**config.mk**
```make
export PLATFORM = sky130hd
export DESIGN_NAME = adcts_ctrl
export DESIGN_NICKNAME = d
export VERILOG_FILES = /design/src/include/adcts_pkg.sv /design/src/adcts_ctrl.sv
export VERILOG_INCLUDE_DIRS = /design/src /design/src/include
export SDC_FILE = /design/constraint.sdc
export NUM_CORES = 1
export LEC_CHECK = 0
export CORE_ASPECT_RATIO = 1.1
export CORE_UTILIZATION = 67
export CTS_CLUSTER_DIAMETER = 150
export DETAILED_ROUTE_END_ITERATION = 10
export DONT_BUFFER_PORTS = 1
export PLACE_DENSITY = 0.83
export SLEW_MARGIN = 15
export SYNTH_ARGS = -nofsm -noshare
export SYNTH_HDL_FRONTEND = slang
export SYNTH_SLANG_ARGS = --single-unit
```
**constraint.sdc**
```tcl
create_clock -name CLK_SYS -period 4.35 [get_ports CLK_SYS]
set_input_delay 0.87 -clock CLK_SYS [delete_from_list [all_inputs] [get_ports CLK_SYS]]
set_output_delay 0.87 -clock CLK_SYS [all_outputs]
set_load 0.03 [all_outputs]
```
**src/include/adcts_defines.svh**
```systemverilog
`ifndef ADCTS_DEFINES_SVH
`define ADCTS_DEFINES_SVH

// ---------------------------------------------------------------
// Register offsets
// ---------------------------------------------------------------
`define ADCTS_ADDR_W 4
`define ADCTS_OFF_REF_STATUS 4'h0
`define ADCTS_OFF_SUSP_TRIG 4'h1
`define ADCTS_OFF_INT_STATUS 4'h2
`define ADCTS_OFF_INT_MASK 4'h3

// ---------------------------------------------------------------
// Field positions
// ---------------------------------------------------------------
`define ADCTS_BIT_REF_READY 15
`define ADCTS_BIT_REF_ERROR 14
`define ADCTS_SAMC_HI 9
`define ADCTS_SAMC_W 10
`define ADCTS_REFERENCE_SELECT_HI 15
`define ADCTS_REFERENCE_SELECT_LO 13
`define ADCTS_BIT_SUSPEND 12
`define ADCTS_BIT_SUSP_IE 11
`define ADCTS_BIT_SUSP_RDY 10
`define ADCTS_BIT_DIRECT_SAMP 9
`define ADCTS_BIT_CH_TRIG 8
`define ADCTS_BIT_LVL_TRIG 7
`define ADCTS_BIT_COM_TRIG 6
`define ADCTS_CHSEL_HI 5
`define ADCTS_CHSEL_W 6
`define ADCTS_EVT_W 2
`define ADCTS_EVT_SUSP 0
`define ADCTS_EVT_REFERENCE_ERROR_FLAG 1

// ---------------------------------------------------------------
// Reset values and counts
// ---------------------------------------------------------------
`define ADCTS_RESET_16 16'h0000
`define ADCTS_REFERENCE_SELECT_SUPPLY 3'h0
`define ADCTS_SAMC_EXTRA 11'h003
`define ADCTS_CNT_W 11

`endif

```
**src/include/adcts_pkg.sv**
```systemverilog
package adcts_pkg;

   typedef struct packed {
      logic wr;
      logic rd;
      logic [3:0] addr;
      logic [15:0] wdata;
   } adcts_bus_t;

   typedef struct packed {
      logic ch_trig;
      logic [5:0] ch_sel;
      logic com_trig;
      logic lvl_trig;
      logic block;
   } adcts_trig_t;

   typedef enum logic [1:0] {
      ADCTS_SH_IDLE = 2'b00,
      ADCTS_SH_TIMED = 2'b01,
      ADCTS_SH_DIRECT = 2'b11
   } adcts_samp_t;

endpackage

```
**src/adcts_ctrl.sv**
```systemverilog
// The plain strobed port and the register offsets were decided locally.
`timescale 1ns/1ps
`include "adcts_defines.svh"
// Notes on behaviour
// - Reference-ready flag reads high while the band gap is ready.
// - Reference-error flag sets on band gap loss while the module is on.
// - A 10-bit sample-time count sets shared sampling; all ones is 1025.
// - Reference select 000 picks the supply rails; other codes unused.
// - While suspend is set, every new trigger to all cores is blocked.
// - Suspended-ready sets only when suspended and no conversion runs.
// - With its enable and mask bit 0 set, a suspended-ready rise raises the interrupt.
// - Direct sampling keeps the selected input on the shared core.
// - Without direct sampling the shared core times sampling by count.
// - Channel trigger fires once and clears itself on the next cycle.
// - Level common trigger fires continuously while set.
// - Common trigger fires once and clears itself on the next cycle.
// - Channel select names the input of channel trigger and direct mode.
module adcts_ctrl (
   input wire logic CLK_SYS,
   input wire logic RSTN,
   input wire logic [3:0] ADDR,
   input wire logic [15:0] WDATA,
   input wire logic WR,
   input wire logic RD,
   output logic [15:0] RDATA,
   input wire logic BANDGAP_READY,
   input wire logic MODULE_ON,
   input wire logic CORE_BUSY,
   input wire logic CORE_CLK_EN,
   output logic SINGLE_CHANNEL_SOFT_TRIGGER,
   output logic [5:0] SOFT_TRIGGER_CHANNEL_SELECT,
   output logic COMMON_SOFT_TRIGGER,
   output logic LEVEL_COMMON_SOFT_TRIGGER,
   output logic TRIGGER_BLOCK,
   output logic SHARED_SAMPLE,
   output logic [5:0] SHARED_SAMPLE_CHANNEL,
   output logic [2:0] REFERENCE_SELECT,
   output logic IRQ
);

   // ------------------------------------------------------------
   // Reset release
   // ------------------------------------------------------------
   logic rst_s1_q;
   logic rst_n;
   always_ff @(posedge CLK_SYS or negedge RSTN) begin
      if (!RSTN) begin
         rst_s1_q <= 1'b0;
         rst_n <= 1'b0;
      end else begin
         rst_s1_q <= 1'b1;
         rst_n <= rst_s1_q;
      end
   end

   function automatic logic hit(input logic [3:0] a, input logic [3:0] off);
      hit = (a == off);
   endfunction

   adcts_pkg::adcts_bus_t bus;
   assign bus = '{wr: WR, rd: RD, addr: ADDR, wdata: WDATA};

   // ------------------------------------------------------------
   // Registers
   // ------------------------------------------------------------
   logic ref_ready_q, ref_ready_d;
   logic ref_error_q, ref_error_d;
   logic [9:0] samc_q, samc_d;
   logic [2:0] reference_select_q, reference_select_d;
   logic suspend_q, suspend_d;
   logic susp_ie_q, susp_ie_d;
   logic susp_rdy_q, susp_rdy_d;
   logic direct_q, direct_d;
   logic ch_trig_q, ch_trig_d;
   logic lvl_trig_q, lvl_trig_d;
   logic com_trig_q, com_trig_d;
   logic [5:0] chsel_q, chsel_d;
   logic [1:0] int_stat_q, int_stat_d;
   logic [1:0] int_mask_q, int_mask_d;
   logic [1:0] evt;
   logic w0, w1, w3, r2;

   assign w0 = bus.wr && hit(bus.addr, `ADCTS_OFF_REF_STATUS);
   assign w1 = bus.wr && hit(bus.addr, `ADCTS_OFF_SUSP_TRIG);
   assign w3 = bus.wr && hit(bus.addr, `ADCTS_OFF_INT_MASK);
   assign r2 = bus.rd && hit(bus.addr, `ADCTS_OFF_INT_STATUS);

   always_comb begin
      ref_ready_d = BANDGAP_READY;
      ref_error_d = ref_error_q | (MODULE_ON & ref_ready_q &
                    ~BANDGAP_READY);
      samc_d = samc_q;
      reference_select_d = reference_select_q;
      suspend_d = suspend_q;
      susp_ie_d = susp_ie_q;
      direct_d = direct_q;
      lvl_trig_d = lvl_trig_q;
      chsel_d = chsel_q;
      int_mask_d = int_mask_q;
      // Self-clearing single shots
      ch_trig_d = 1'b0;
      com_trig_d = 1'b0;
      if (w0) begin
         samc_d = bus.wdata[`ADCTS_SAMC_HI:0];
      end
      if (w1) begin
         reference_select_d = bus.wdata[`ADCTS_REFERENCE_SELECT_HI:`ADCTS_REFERENCE_SELECT_LO];
         suspend_d = bus.wdata[`ADCTS_BIT_SUSPEND];
         susp_ie_d = bus.wdata[`ADCTS_BIT_SUSP_IE];
         direct_d = bus.wdata[`ADCTS_BIT_DIRECT_SAMP];
         ch_trig_d = bus.wdata[`ADCTS_BIT_CH_TRIG];
         lvl_trig_d = bus.wdata[`ADCTS_BIT_LVL_TRIG];
         com_trig_d = bus.wdata[`ADCTS_BIT_COM_TRIG];
         chsel_d = bus.wdata[`ADCTS_CHSEL_HI:0];
      end
      if (w3) begin
         int_mask_d = bus.wdata[1:0];
      end
      susp_rdy_d = suspend_q & ~CORE_BUSY;
      evt = 2'b00;
      evt[`ADCTS_EVT_SUSP] = susp_rdy_d & ~susp_rdy_q & susp_ie_q;
      evt[`ADCTS_EVT_REFERENCE_ERROR_FLAG] = ref_error_d & ~ref_error_q;
      // Set wins over read-clear
      int_stat_d = (r2 ? 2'b00 : int_stat_q) | evt;
   end

   always_ff @(posedge CLK_SYS or negedge rst_n) begin
      if (!rst_n) begin
         ref_ready_q <= 1'b0;
         ref_error_q <= 1'b0;
         samc_q <= 10'h000;
         reference_select_q <= `ADCTS_REFERENCE_SELECT_SUPPLY;
         suspend_q <= 1'b0;
         susp_ie_q <= 1'b0;
         susp_rdy_q <= 1'b0;
         direct_q <= 1'b0;
         ch_trig_q <= 1'b0;
         lvl_trig_q <= 1'b0;
         com_trig_q <= 1'b0;
         chsel_q <= 6'h00;
         int_stat_q <= 2'h0;
         int_mask_q <= 2'h0;
      end else begin
         ref_ready_q <= ref_ready_d;
         ref_error_q <= ref_error_d;
         samc_q <= samc_d;
         reference_select_q <= reference_select_d;
         suspend_q <= suspend_d;
         susp_ie_q <= susp_ie_d;
         susp_rdy_q <= susp_rdy_d;
         direct_q <= direct_d;
         ch_trig_q <= ch_trig_d;
         lvl_trig_q <= lvl_trig_d;
         com_trig_q <= com_trig_d;
         chsel_q <= chsel_d;
         int_stat_q <= int_stat_d;
         int_mask_q <= int_mask_d;
      end
   end

   // ------------------------------------------------------------
   // Shared core sampling timer
   // ------------------------------------------------------------
   adcts_pkg::adcts_samp_t samp_q, samp_d;
   logic [10:0] samp_cnt_q, samp_cnt_d;
   logic samp_start;
   assign samp_start = ch_trig_q & ~suspend_q;

   always_comb begin
      samp_d = samp_q;
      samp_cnt_d = samp_cnt_q;
      case (samp_q)
         adcts_pkg::ADCTS_SH_IDLE: begin
            if (direct_q) begin
               samp_d = adcts_pkg::ADCTS_SH_DIRECT;
            end else if (samp_start) begin
               samp_d = adcts_pkg::ADCTS_SH_TIMED;
               // All ones gives 1025 periods
               samp_cnt_d = {1'b0, samc_q} + `ADCTS_SAMC_EXTRA
                            - 11'h002;
            end
         end
         adcts_pkg::ADCTS_SH_TIMED: begin
            if (CORE_CLK_EN) begin
               if (samp_cnt_d == 11'h000) begin
                  samp_d = adcts_pkg::ADCTS_SH_IDLE;
               end else begin
                  samp_cnt_d = samp_cnt_q - 11'h001;
               end
            end
         end
         adcts_pkg::ADCTS_SH_DIRECT: begin
            if (!direct_q) begin
               samp_d = adcts_pkg::ADCTS_SH_IDLE;
            end
         end
         default: begin
            samp_d = adcts_pkg::ADCTS_SH_IDLE;
         end
      endcase
   end

   always_ff @(posedge CLK_SYS or negedge rst_n) begin
      if (!rst_n) begin
         samp_q <= adcts_pkg::ADCTS_SH_IDLE;
         samp_cnt_q <= 11'h000;
      end else begin
         samp_q <= samp_d;
         samp_cnt_q <= samp_cnt_d;
      end
   end

   // ------------------------------------------------------------
   // Outputs and read data
   // ------------------------------------------------------------
   adcts_pkg::adcts_trig_t trig_d, trig_q;
   logic [15:0] rdata_d;
   logic samp_out_d;
   logic irq_d;

   always_comb begin
      trig_d.block = suspend_q;
      trig_d.ch_trig = ch_trig_q & ~suspend_q;
      trig_d.ch_sel = chsel_q;
      trig_d.com_trig = com_trig_q & ~suspend_q;
      trig_d.lvl_trig = lvl_trig_q & ~suspend_q;
      samp_out_d = (samp_d != adcts_pkg::ADCTS_SH_IDLE);
      irq_d = |(int_stat_d & int_mask_q);
      rdata_d = `ADCTS_RESET_16;
      if (bus.rd) begin
         case (bus.addr)
            `ADCTS_OFF_REF_STATUS: begin
               rdata_d[`ADCTS_BIT_REF_READY] = ref_ready_q;
               rdata_d[`ADCTS_BIT_REF_ERROR] = ref_error_q;
               rdata_d[`ADCTS_SAMC_HI:0] = samc_q;
            end
            `ADCTS_OFF_SUSP_TRIG: begin
               rdata_d[`ADCTS_REFERENCE_SELECT_HI:`ADCTS_REFERENCE_SELECT_LO] = reference_select_q;
               rdata_d[`ADCTS_BIT_SUSPEND] = suspend_q;
               rdata_d[`ADCTS_BIT_SUSP_IE] = susp_ie_q;
               rdata_d[`ADCTS_BIT_SUSP_RDY] = susp_rdy_q;
               rdata_d[`ADCTS_BIT_DIRECT_SAMP] = direct_q;
               rdata_d[`ADCTS_BIT_CH_TRIG] = ch_trig_q;
               rdata_d[`ADCTS_BIT_LVL_TRIG] = lvl_trig_q;
               rdata_d[`ADCTS_BIT_COM_TRIG] = com_trig_q;
               rdata_d[`ADCTS_CHSEL_HI:0] = chsel_q;
            end
            `ADCTS_OFF_INT_STATUS: begin
               rdata_d[1:0] = int_stat_q;
            end
            `ADCTS_OFF_INT_MASK: begin
               rdata_d[1:0] = int_mask_q;
            end
            default: begin
               rdata_d = `ADCTS_RESET_16;
            end
         endcase
      end
   end

   always_ff @(posedge CLK_SYS or negedge rst_n) begin
      if (!rst_n) begin
         trig_q <= '0;
         RDATA <= `ADCTS_RESET_16;
         SHARED_SAMPLE <= 1'b0;
         IRQ <= 1'b0;
      end else begin
         trig_q <= trig_d;
         RDATA <= rdata_d;
         SHARED_SAMPLE <= samp_out_d;
         IRQ <= irq_d;
      end
   end

   always_ff @(posedge CLK_SYS or negedge rst_n) begin
      if (!rst_n) begin
         SHARED_SAMPLE_CHANNEL <= 6'h00;
         REFERENCE_SELECT <= `ADCTS_REFERENCE_SELECT_SUPPLY;
      end else begin
         SHARED_SAMPLE_CHANNEL <= chsel_q;
         REFERENCE_SELECT <= reference_select_q;
      end
   end

   assign SINGLE_CHANNEL_SOFT_TRIGGER = trig_q.ch_trig;
   assign SOFT_TRIGGER_CHANNEL_SELECT = trig_q.ch_sel;
   assign COMMON_SOFT_TRIGGER = trig_q.com_trig;
   assign LEVEL_COMMON_SOFT_TRIGGER = trig_q.lvl_trig;
   assign TRIGGER_BLOCK = trig_q.block;
endmodule

```
==> reports/results.ini, run 1 <==
[timing]
finalHoldViolCount = 0
min_period_ns = 2.18
fin_worst_skew_ns = 0.0103
tns_ns = 0
max_freq_mhz = 458
setup_ws_ns = 2.17
finalCritPeriodShare = 0.502
tightest_slew_ns = 0.955
whs_ns = 0.210
max_slew_margin = 0.363
setup_violations = 0
drv_slew = 0
rsz0062_at_grt = no

[logic_synthesis]
synth.avg_cell_area_um2 = 12.1
synth_fp_nets = 309
syn-cell-area_mm2 = 0.00338
synth_cell_type_count = 53
synth_warnings = 0
synth_cells = 278
ys_seq_area_frac = 0.578
synth_enable_flop_cells = 0
synth_ff_type = dfrtp_1
synthArstFlopShare = 1.00
ys_ff_latch = 78

[status]
outcome = complete, no violations

[floorplanning]
start_util = 0.711
rows = 26
die-height_um = 76.4
die_area_mm2 = 0.00533
ioPinCount = 65
dieWidth_um = 69.7
core_area_mm2 = 0.00475

[power_and_ir_drop]
swShare = 0.350
ir_worst_vdd_uv = 385
p_total_mw = 2.10
clock_power_share = 0.250
internal-power_mw = 1.36
total_leakage_power_nw = 1.56
p_comb_frac = 0.207
power_density_mw_per_mm2 = 588
pwr-share-seq = 0.544
p_sw_mw = 0.733

[place]
port_buffers = 0
place.gp.congestion = 0.846
dpl.hpwl_um = 4420
preCtsSetupSlack_ns = 1.91

[drt]
wl_per_cell_um = 19.6
via_per_inst = 6.52
dr.pass1.iters = 4
routed_wl_um = 6560
vias = 2179
postRouteAntennaNets = 0
remaining_drc_errors = 0
drt_iter0_drc = 180

[clock_tree]
clk_latency_ns = 0.35
root_buffer = clkbuf_8
post_cts_buffers = 0
tritoncts = done
cts.htree.levels = 3
cts_num_sinks = 78
cts_resized = 0
clkTransAtPathRegs_ns = 0.08
cts_buffer_depth = 2
numCtsBuffers = 9
hold_buffers = 0

[global_routing]
grt_pass1_vias = 2270
grt_first_pass_wirelength_um = 11000
antenna_found_initial = 0
grt_max_degree = 77
overflow = 0
grt_use_total = 0.271

[job]
maxCapViolations = 0

[setup_path]
arrival_ns = 2.42
cp-start-kind = register
end_kind = register
worstSetupPathType = register to register
crit_required_ns = 4.59
cp_max_fo = 11

[finish]
mostFrequentLayoutCells = dfrtp_1, mux2_2, nand2_1
antenna_cells = 0
nets = 305
area_growth_pct = 5.56
final_common_cell = dfrtp_1
final_util = 0.750
final_layout_size_suffix_gt1_frac = 0.176

[min_path]
min-delay-path-class = primary input to async pin

## synthesized netlist by cell type, drive strengths merged (2+ instances only)
cell type | number | area, µm²
dfrtp | 78 | 1950
a22o | 2 | 17.5
o21ai | 9 | 45.0
o2bb2ai | 2 | 17.5
or4 | 2 | 18.8
and3 | 9 | 56.3
nor4 | 2 | 12.5
mux2 | 25 | 282
buf | 9 | 67.6
nor3 | 4 | 20.0
a22oi | 11 | 82.6
inv | 5 | 18.8
xor2 | 3 | 26.3
nand2 | 15 | 56.3
ha | 3 | 37.5
mux4 | 2 | 45.0
nand2b | 5 | 31.3
clkbuf | 8 | 30.0
nor2 | 14 | 52.6
nand3b | 2 | 15.0
or3 | 5 | 31.3
a41oi | 2 | 17.5
nand3 | 7 | 35.0
o22ai | 2 | 12.5
a211oi | 2 | 15.0
xnor2 | 5 | 43.8
o211ai | 2 | 15.0
nor2b | 15 | 96.3
a21oi | 9 | 48.8
o211a | 2 | 20.0
## routing by layer
metal | global-route usage | vias up | wire length (µm)
met5 | 0 | - | 0
met4 | 0.150 | 0 | 140
met3 | 0.0410 | 14 | 325
met2 | 0.434 | 70 | 3400
met1 | 0.359 | 1105 | 2690
li1 | - | 990 | -
## power groups by stage
stage	clock, mW	combinational [mW]	sequential, mW
floorplan	0	0.423	1.07
global placement	0	0.410	1.14
finish	0.523	0.433	1.14
detailed placement	0	0.425	1.15
CTS	0.528	0.432	1.14
global route	0.559	0.488	1.16
## worst max-delay path: stages, from the launching register on
cell and delay [ns]:
dfrtp_1 0.45, or4_4 0.58, nor4b_4 0.34, o211a_1 0.42, a21oi_2 0.06, o22a_1 0.22
## path summary, 6_finish.rpt
kind,endpoint,startpoint,slack (ns),cells after the start
worst min register to register,rst_n,rst_s1_q,0.36,0
worst max-delay path,samp_cnt_q[5],samp_cnt_q[5],2.17,5
max in group asynchronous,REFERENCE_SELECT[0],rst_n,3.24,0
min in group CLK_SYS,rst_n,rst_s1_q,0.36,0
worst min-delay path,rst_n,RSTN,0.21,0
worst max register to register,samp_cnt_q[5],samp_cnt_q[5],2.17,5
## sequential cells by signal, indices dropped and copies added (netlist names), 2 cells and up
| name | count |
|---|---|
| SHARED_SAMPLE_CHANNEL | 6 |
| int_stat_q | 2 |
| samp_q | 2 |
| REFERENCE_SELECT | 3 |
| chsel_q | 6 |
| int_mask_q | 2 |
| samc_q | 10 |
| reference_select_q | 3 |
| RDATA | 16 |
| samp_cnt_q | 11 |
## through the flow
stage	instances	cell area [µm²]
after floorplan	278	3380
after detailed placement	319	3370
after global placement	319	3370
final	334	3560
after global routing	334	3560
after CTS	334	3560
## cell families (layout without fill, tap and decap cells)
logic type / Yosys count / after routing / synth area share
and+or+nand+nor: 85 / 85 / 0.142
buffers and inverters: 22 / 22 / 0.0345
other: 1 / 1 / 0.00111
xor gates and xnor gates: 8 / 8 / 0.0208
DFF: 78 / 78 / 0.578
adders and majority gates: 3 / 3 / 0.0111
AOI/OAI and AO/OA: 53 / 53 / 0.112
muxes: 28 / 28 / 0.0997
## layout make-up
cell class	instances	area (µm²)
fillers	308	1190
repair buffers	2	15.0
flip-flops and latches	78	1960
clock inverters	3	45.0
inverters	5	18.8
multi-input cells	178	1310
clock buffers	12	145
well taps	56	70.1
No activity file was read; power rests on OpenSTA's default activity.
==> run 2, diff against run 1 <==
CORE_UTILIZATION = 56   (was 67)
PLACE_DENSITY = 0.74   (was 0.83)
clock period = 2 ns   (was 4.35 ns; I/O delays follow)
==> reports/results.ini, run 2 (synthesis results as in run 1) <==
[status]
outcome = complete, no violations

[timing]
tns_ns = 0  ; unchanged
max_freq_mhz = 519  ; +13%
finalHoldViolCount = 0  ; unchanged
fin_worst_skew_ns = 0.00804  ; -0.00221 ns
max_slew_margin = 0.627  ; +0.263
setup_ws_ns = 0.0721  ; -2.10 ns
tightest_slew_ns = 0.560  ; -0.395 ns
setup_violations = 0  ; unchanged
rsz0062_at_grt = no
drv_slew = 0  ; unchanged
min_period_ns = 1.93  ; -0.255 ns
finalCritPeriodShare = 0.964  ; +0.462
whs_ns = 0.0686  ; -0.141 ns

[finish]
nFillCells = 459  ; +49%
stdcell_area_mm2 = 0.00378  ; +6.2%
area_growth_pct = 12.1
antenna_cells = 0  ; unchanged
nets = 325  ; +6.6%
final_util = 0.652  ; -0.0983
finalNonFillerCells = 376  ; +13%
largest_registers = RDATA: 16 flops, samp_cnt_q: 11 flops, samc_q: 10 flops
final_layout_size_suffix_gt1_frac = 0.244  ; +0.0679
largest-register = RDATA
final_common_cell = dfrtp_1
mostFrequentLayoutCells = dfrtp_1, mux2_2, buf_4
largest_reg_flops = 16  ; unchanged

[clock_tree]
root_buffer = clkbuf_8
numCtsBuffers = 9  ; unchanged
cts_buffer_depth = 2  ; unchanged
tritoncts = done
clk_latency_ns = 0.35  ; about the same
cts.htree.levels = 3  ; unchanged
cts_num_sinks = 78  ; unchanged
clkTransAtPathRegs_ns = 0.08  ; about the same

[power_and_ir_drop]
power_density_mw_per_mm2 = 1270  ; +120%
p_total_mw = 4.80  ; +130%
total_leakage_power_nw = 1.67  ; +7.2%
ir_worst_vdd_uv = 755  ; +96%

[global_routing]
grt_max_degree = 46  ; -40%
overflow = 0  ; unchanged
grt_first_pass_wirelength_um = 11300  ; +2.8%
antenna_found_initial = 0  ; unchanged
grt_pass1_vias = 2327  ; +2.5%
grt_use_total = 0.239  ; -0.0324

[floorplanning]
die_area_mm2 = 0.00634  ; +19%
rows = 29  ; +12%
dieWidth_um = 76.0  ; +9.1%
start_util = 0.581  ; -0.129
core_area_mm2 = 0.00581  ; +22%
die-height_um = 83.4  ; +9.1%
ioPinCount = 65  ; unchanged

[min_path]
min-delay-path-class = primary input to register

[drt]
wl_per_cell_um = 18.3  ; -6.9%
vias = 2226  ; +2.2%
postRouteAntennaNets = 0  ; unchanged
routed_wl_um = 6880  ; +4.8%
remaining_drc_errors = 0  ; unchanged
via_per_inst = 5.92  ; -9.3%
drt_iter0_drc = 114  ; -37%
dr.pass1.iters = 5  ; +1

[place]
place.gp.congestion = 0.852  ; +0.64%
dp.cells = 358  ; +12%
dpl.hpwl_um = 4770  ; +7.8%
placed_area_mm2 = 0.00355  ; +5.2%
preCtsSetupSlack_ns = 0.0391  ; -1.87 ns
port_buffers = 0  ; unchanged

[setup_path]
cp-start-kind = register
end_kind = register
arrival_ns = 2.19  ; -0.23 ns
crit_required_ns = 2.27  ; -2.32 ns
worstSetupPathType = register to register
cp_max_fo = 4  ; -7

[job]
maxCapViolations = 0  ; unchanged

## run 2: changes by cell type in the layout (fill, tap and decap cells not counted), sizes merged
cell and delta:
dlygate4sd3 +1, clkinv +1, clkbuf -2, inv +2, buf +19
## run 2: critical path: stages, from the launching register on
cell      delay, ns
dfrtp_1        0.38
or3_1          0.44
or3_1          0.41
or4_1          0.41
o221ai_1       0.19
## run 2: worst paths after layout
| path | endpoint | startpoint | slack, ns | cells after the start |
|---|---|---|---|---|
| setup / recovery | samp_cnt_q[9] | samp_cnt_q[2] | 0.07 | 4 |
| hold / removal | ref_ready_q | BANDGAP_READY | 0.07 | 0 |
| setup reg to reg | samp_cnt_q[9] | samp_cnt_q[2] | 0.07 | 4 |
| hold reg to reg | samc_q[7] | rst_n | 0.28 | 0 |
| max in group asynchronous | SHARED_SAMPLE_CHANNEL[3] | rst_n | 1.16 | 1 |
| min in group asynchronous | rst_n | RSTN | 0.27 | 1 |
## run 2: routing by layer
| metal | track usage | wire (µm) |
|---|---|---|
| met5 | 0 | 0 |
| met4 | 0.131 | 169 |
| met3 | 0.0604 | 358 |
| met2 | 0.379 | 3490 |
| met1 | 0.302 | 2860 |
## run 2: power breakdown
| part | internal, mW | leakage, nW | total (mW) | switching, mW |
|---|---|---|---|---|
| Clock | 0.616 | 0.0993 | 1.20 | 0.586 |
| Combinational | 0.604 | 0.596 | 1.20 | 0.595 |
| Sequential | 1.91 | 0.975 | 2.40 | 0.494 |
## run 2: layout make-up
type                    count  area, µm²  area share
flip-flops and latches     78       1960       0.517
multi-input cells         178       1330       0.351
repair buffers             22        180      0.0476
clock buffers              10        138      0.0364
well taps                  77       96.3      0.0255
clock inverters             6       67.6      0.0179
inverters                   5       18.8     0.00496
## run 2: repair_timing
item                                    CTS  global route
resized for setup                         0             4
setup buffers                             0             1
hold endpoints to repair                  2             0
hold buffers                              1             0
endpoints found under the setup margin    0            10
==> run 3, diff against run 2 <==
PLACE_DENSITY = unset   (was 0.74)
PLACE_DENSITY_LB_ADDON = 0.2   (was unset)
==> reports/results.ini, run 3 (synthesis results as in run 1) <==
[global_routing]
grt_first_pass_wirelength_um = 11400  ; +0.97%
overflow = 0  ; unchanged
antenna_found_initial = 0  ; unchanged
grt_use_total = 0.239  ; +0.000273
grt_max_degree = 44  ; -4.3%
grt_pass1_vias = 2348  ; +0.90%

[finish]
final_common_cell = dfrtp_1
mostFrequentLayoutCells = dfrtp_1, mux2_2, buf_4
area_growth_pct = 13.0
nFillCells = 452  ; -1.5%
final_layout_size_suffix_gt1_frac = 0.248  ; +0.00338
largest-register = RDATA
antenna_cells = 0  ; unchanged
largest_registers = RDATA: 16 flops, samp_cnt_q: 11 flops, samc_q: 10 flops
largest_reg_flops = 16  ; unchanged
nets = 329  ; +1.2%
stdcell_area_mm2 = 0.00382  ; +0.83%

[place]
preCtsSetupSlack_ns = -0.0139  ; -0.0530 ns
place.gp.congestion = 0.800  ; -6.1%
placed_area_mm2 = 0.00356  ; +0.42%
port_buffers = 0  ; unchanged
dpl.hpwl_um = 4780  ; +0.16%

[clock_tree]
cts.htree.levels = 3  ; unchanged
cts_buffer_depth = 2  ; unchanged
root_buffer = clkbuf_8
cts_num_sinks = 78  ; unchanged
clk_latency_ns = 0.35  ; about the same
numCtsBuffers = 9  ; unchanged
tritoncts = done
clkTransAtPathRegs_ns = 0.08  ; about the same

[floorplanning]
start_util = 0.581  ; unchanged
ioPinCount = 65  ; unchanged
rows = 29  ; unchanged
dieWidth_um = 76.0  ; unchanged
core_area_mm2 = 0.00581  ; unchanged
die-height_um = 83.4  ; unchanged
die_area_mm2 = 0.00634  ; unchanged

[status]
outcome = complete, no violations

[drt]
dr.pass1.iters = 4  ; -1
routed_wl_um = 6980  ; +1.6%
via_per_inst = 5.92  ; about the same
postRouteAntennaNets = 0  ; unchanged
wl_per_cell_um = 18.4  ; +0.49%
vias = 2251  ; +1.1%
drt_iter0_drc = 135  ; +18%
remaining_drc_errors = 0  ; unchanged

[timing]
setup_violations = 0  ; unchanged
min_period_ns = 1.99  ; +0.0624 ns
max_freq_mhz = 502  ; -3.1%
tightest_slew_ns = 0.545  ; -0.0154 ns
rsz0062_at_grt = yes
setup_ws_ns = 0.00969  ; -0.0624 ns
max_slew_margin = 0.637  ; +0.0100
drv_slew = 0  ; unchanged
whs_ns = 0.0769  ; +0.00838 ns
fin_worst_skew_ns = 0.00948  ; +0.00144 ns
finalCritPeriodShare = 0.995  ; +0.0312
finalHoldViolCount = 0  ; unchanged
tns_ns = 0  ; unchanged

[power_and_ir_drop]
ir_worst_vdd_uv = 902  ; +19%
p_total_mw = 4.89  ; +1.9%
total_leakage_power_nw = 1.69  ; +1.2%
power_density_mw_per_mm2 = 1280  ; +1.1%

[min_path]
min-delay-path-class = primary input to register

[setup_path]
worstSetupPathType = register to register
crit_required_ns = 2.24  ; -0.03 ns
cp-start-kind = register
cp_max_fo = 10  ; +6
end_kind = register
arrival_ns = 2.23  ; +0.04 ns

[job]
maxCapViolations = 0  ; unchanged

run 3: cell type report:
type                    instances  area [µm²]  share of cell area
clock buffers                  10         128              0.0334
clock inverters                 6        86.3              0.0226
multi-input cells             178        1320               0.346
inverters                       5        18.8             0.00492
repair buffers                 26         210              0.0551
well taps                      77        96.3              0.0252
flip-flops and latches         78        1960               0.512
run 3: worst max-delay path, stage by stage (launching register included):
cell and delay (ns):
dfrtp_1 0.39, or4_4 0.58, nor4b_4 0.39, o211a_4 0.28, a211oi_1 0.07, a21o_1 0.17
run 3: power by group:
group | switching [mW] | leakage [nW] | internal, mW
sequential | 0.494 | 0.975 | 1.91
combinational | 0.601 | 0.609 | 0.621
clock | 0.566 | 0.107 | 0.703
run 3: final timing paths:
check	from	endpoint	slack (ns)	cells after the start
setup / recovery	samp_cnt_q[8]	samp_cnt_q[0]	0.01	5
hold / removal	BANDGAP_READY	ref_ready_q	0.08	0
setup reg to reg	samp_cnt_q[8]	samp_cnt_q[0]	0.01	5
hold reg to reg	rst_n	chsel_q[0]	0.32	0
max in group asynchronous	rst_n	SHARED_SAMPLE_CHANNEL[2]	1.04	1
min in group asynchronous	RSTN	rst_n	0.28	1
run 3: per-layer routing:
metal / vias to the layer above / share of wire / track usage
met1: 1147 / 0.42 / 0.294
met2: 62 / 0.52 / 0.398
met3: 7 / 0.051 / 0.0670
li1: 1035 / - / -
met4: 0 / 0.014 / 0.0997
met5: - / 0 / 0
run 3: repair_timing:
action,4_1_cts,5_1_grt
buffers inserted,1,2
endpoints found under the hold margin,2,0
hold buffers,1,0
endpoints found under the setup margin,6,9
pin swaps,1,3
resized for setup,1,1
run 3: stage by stage:
step,instances,utilization
2_1_floorplan,278,-
3_3_place_gp,360,0.614
3_5_place_dp,360,0.614
4_1_cts,378,0.653
5_1_grt,380,0.657
6_report,380,0.657
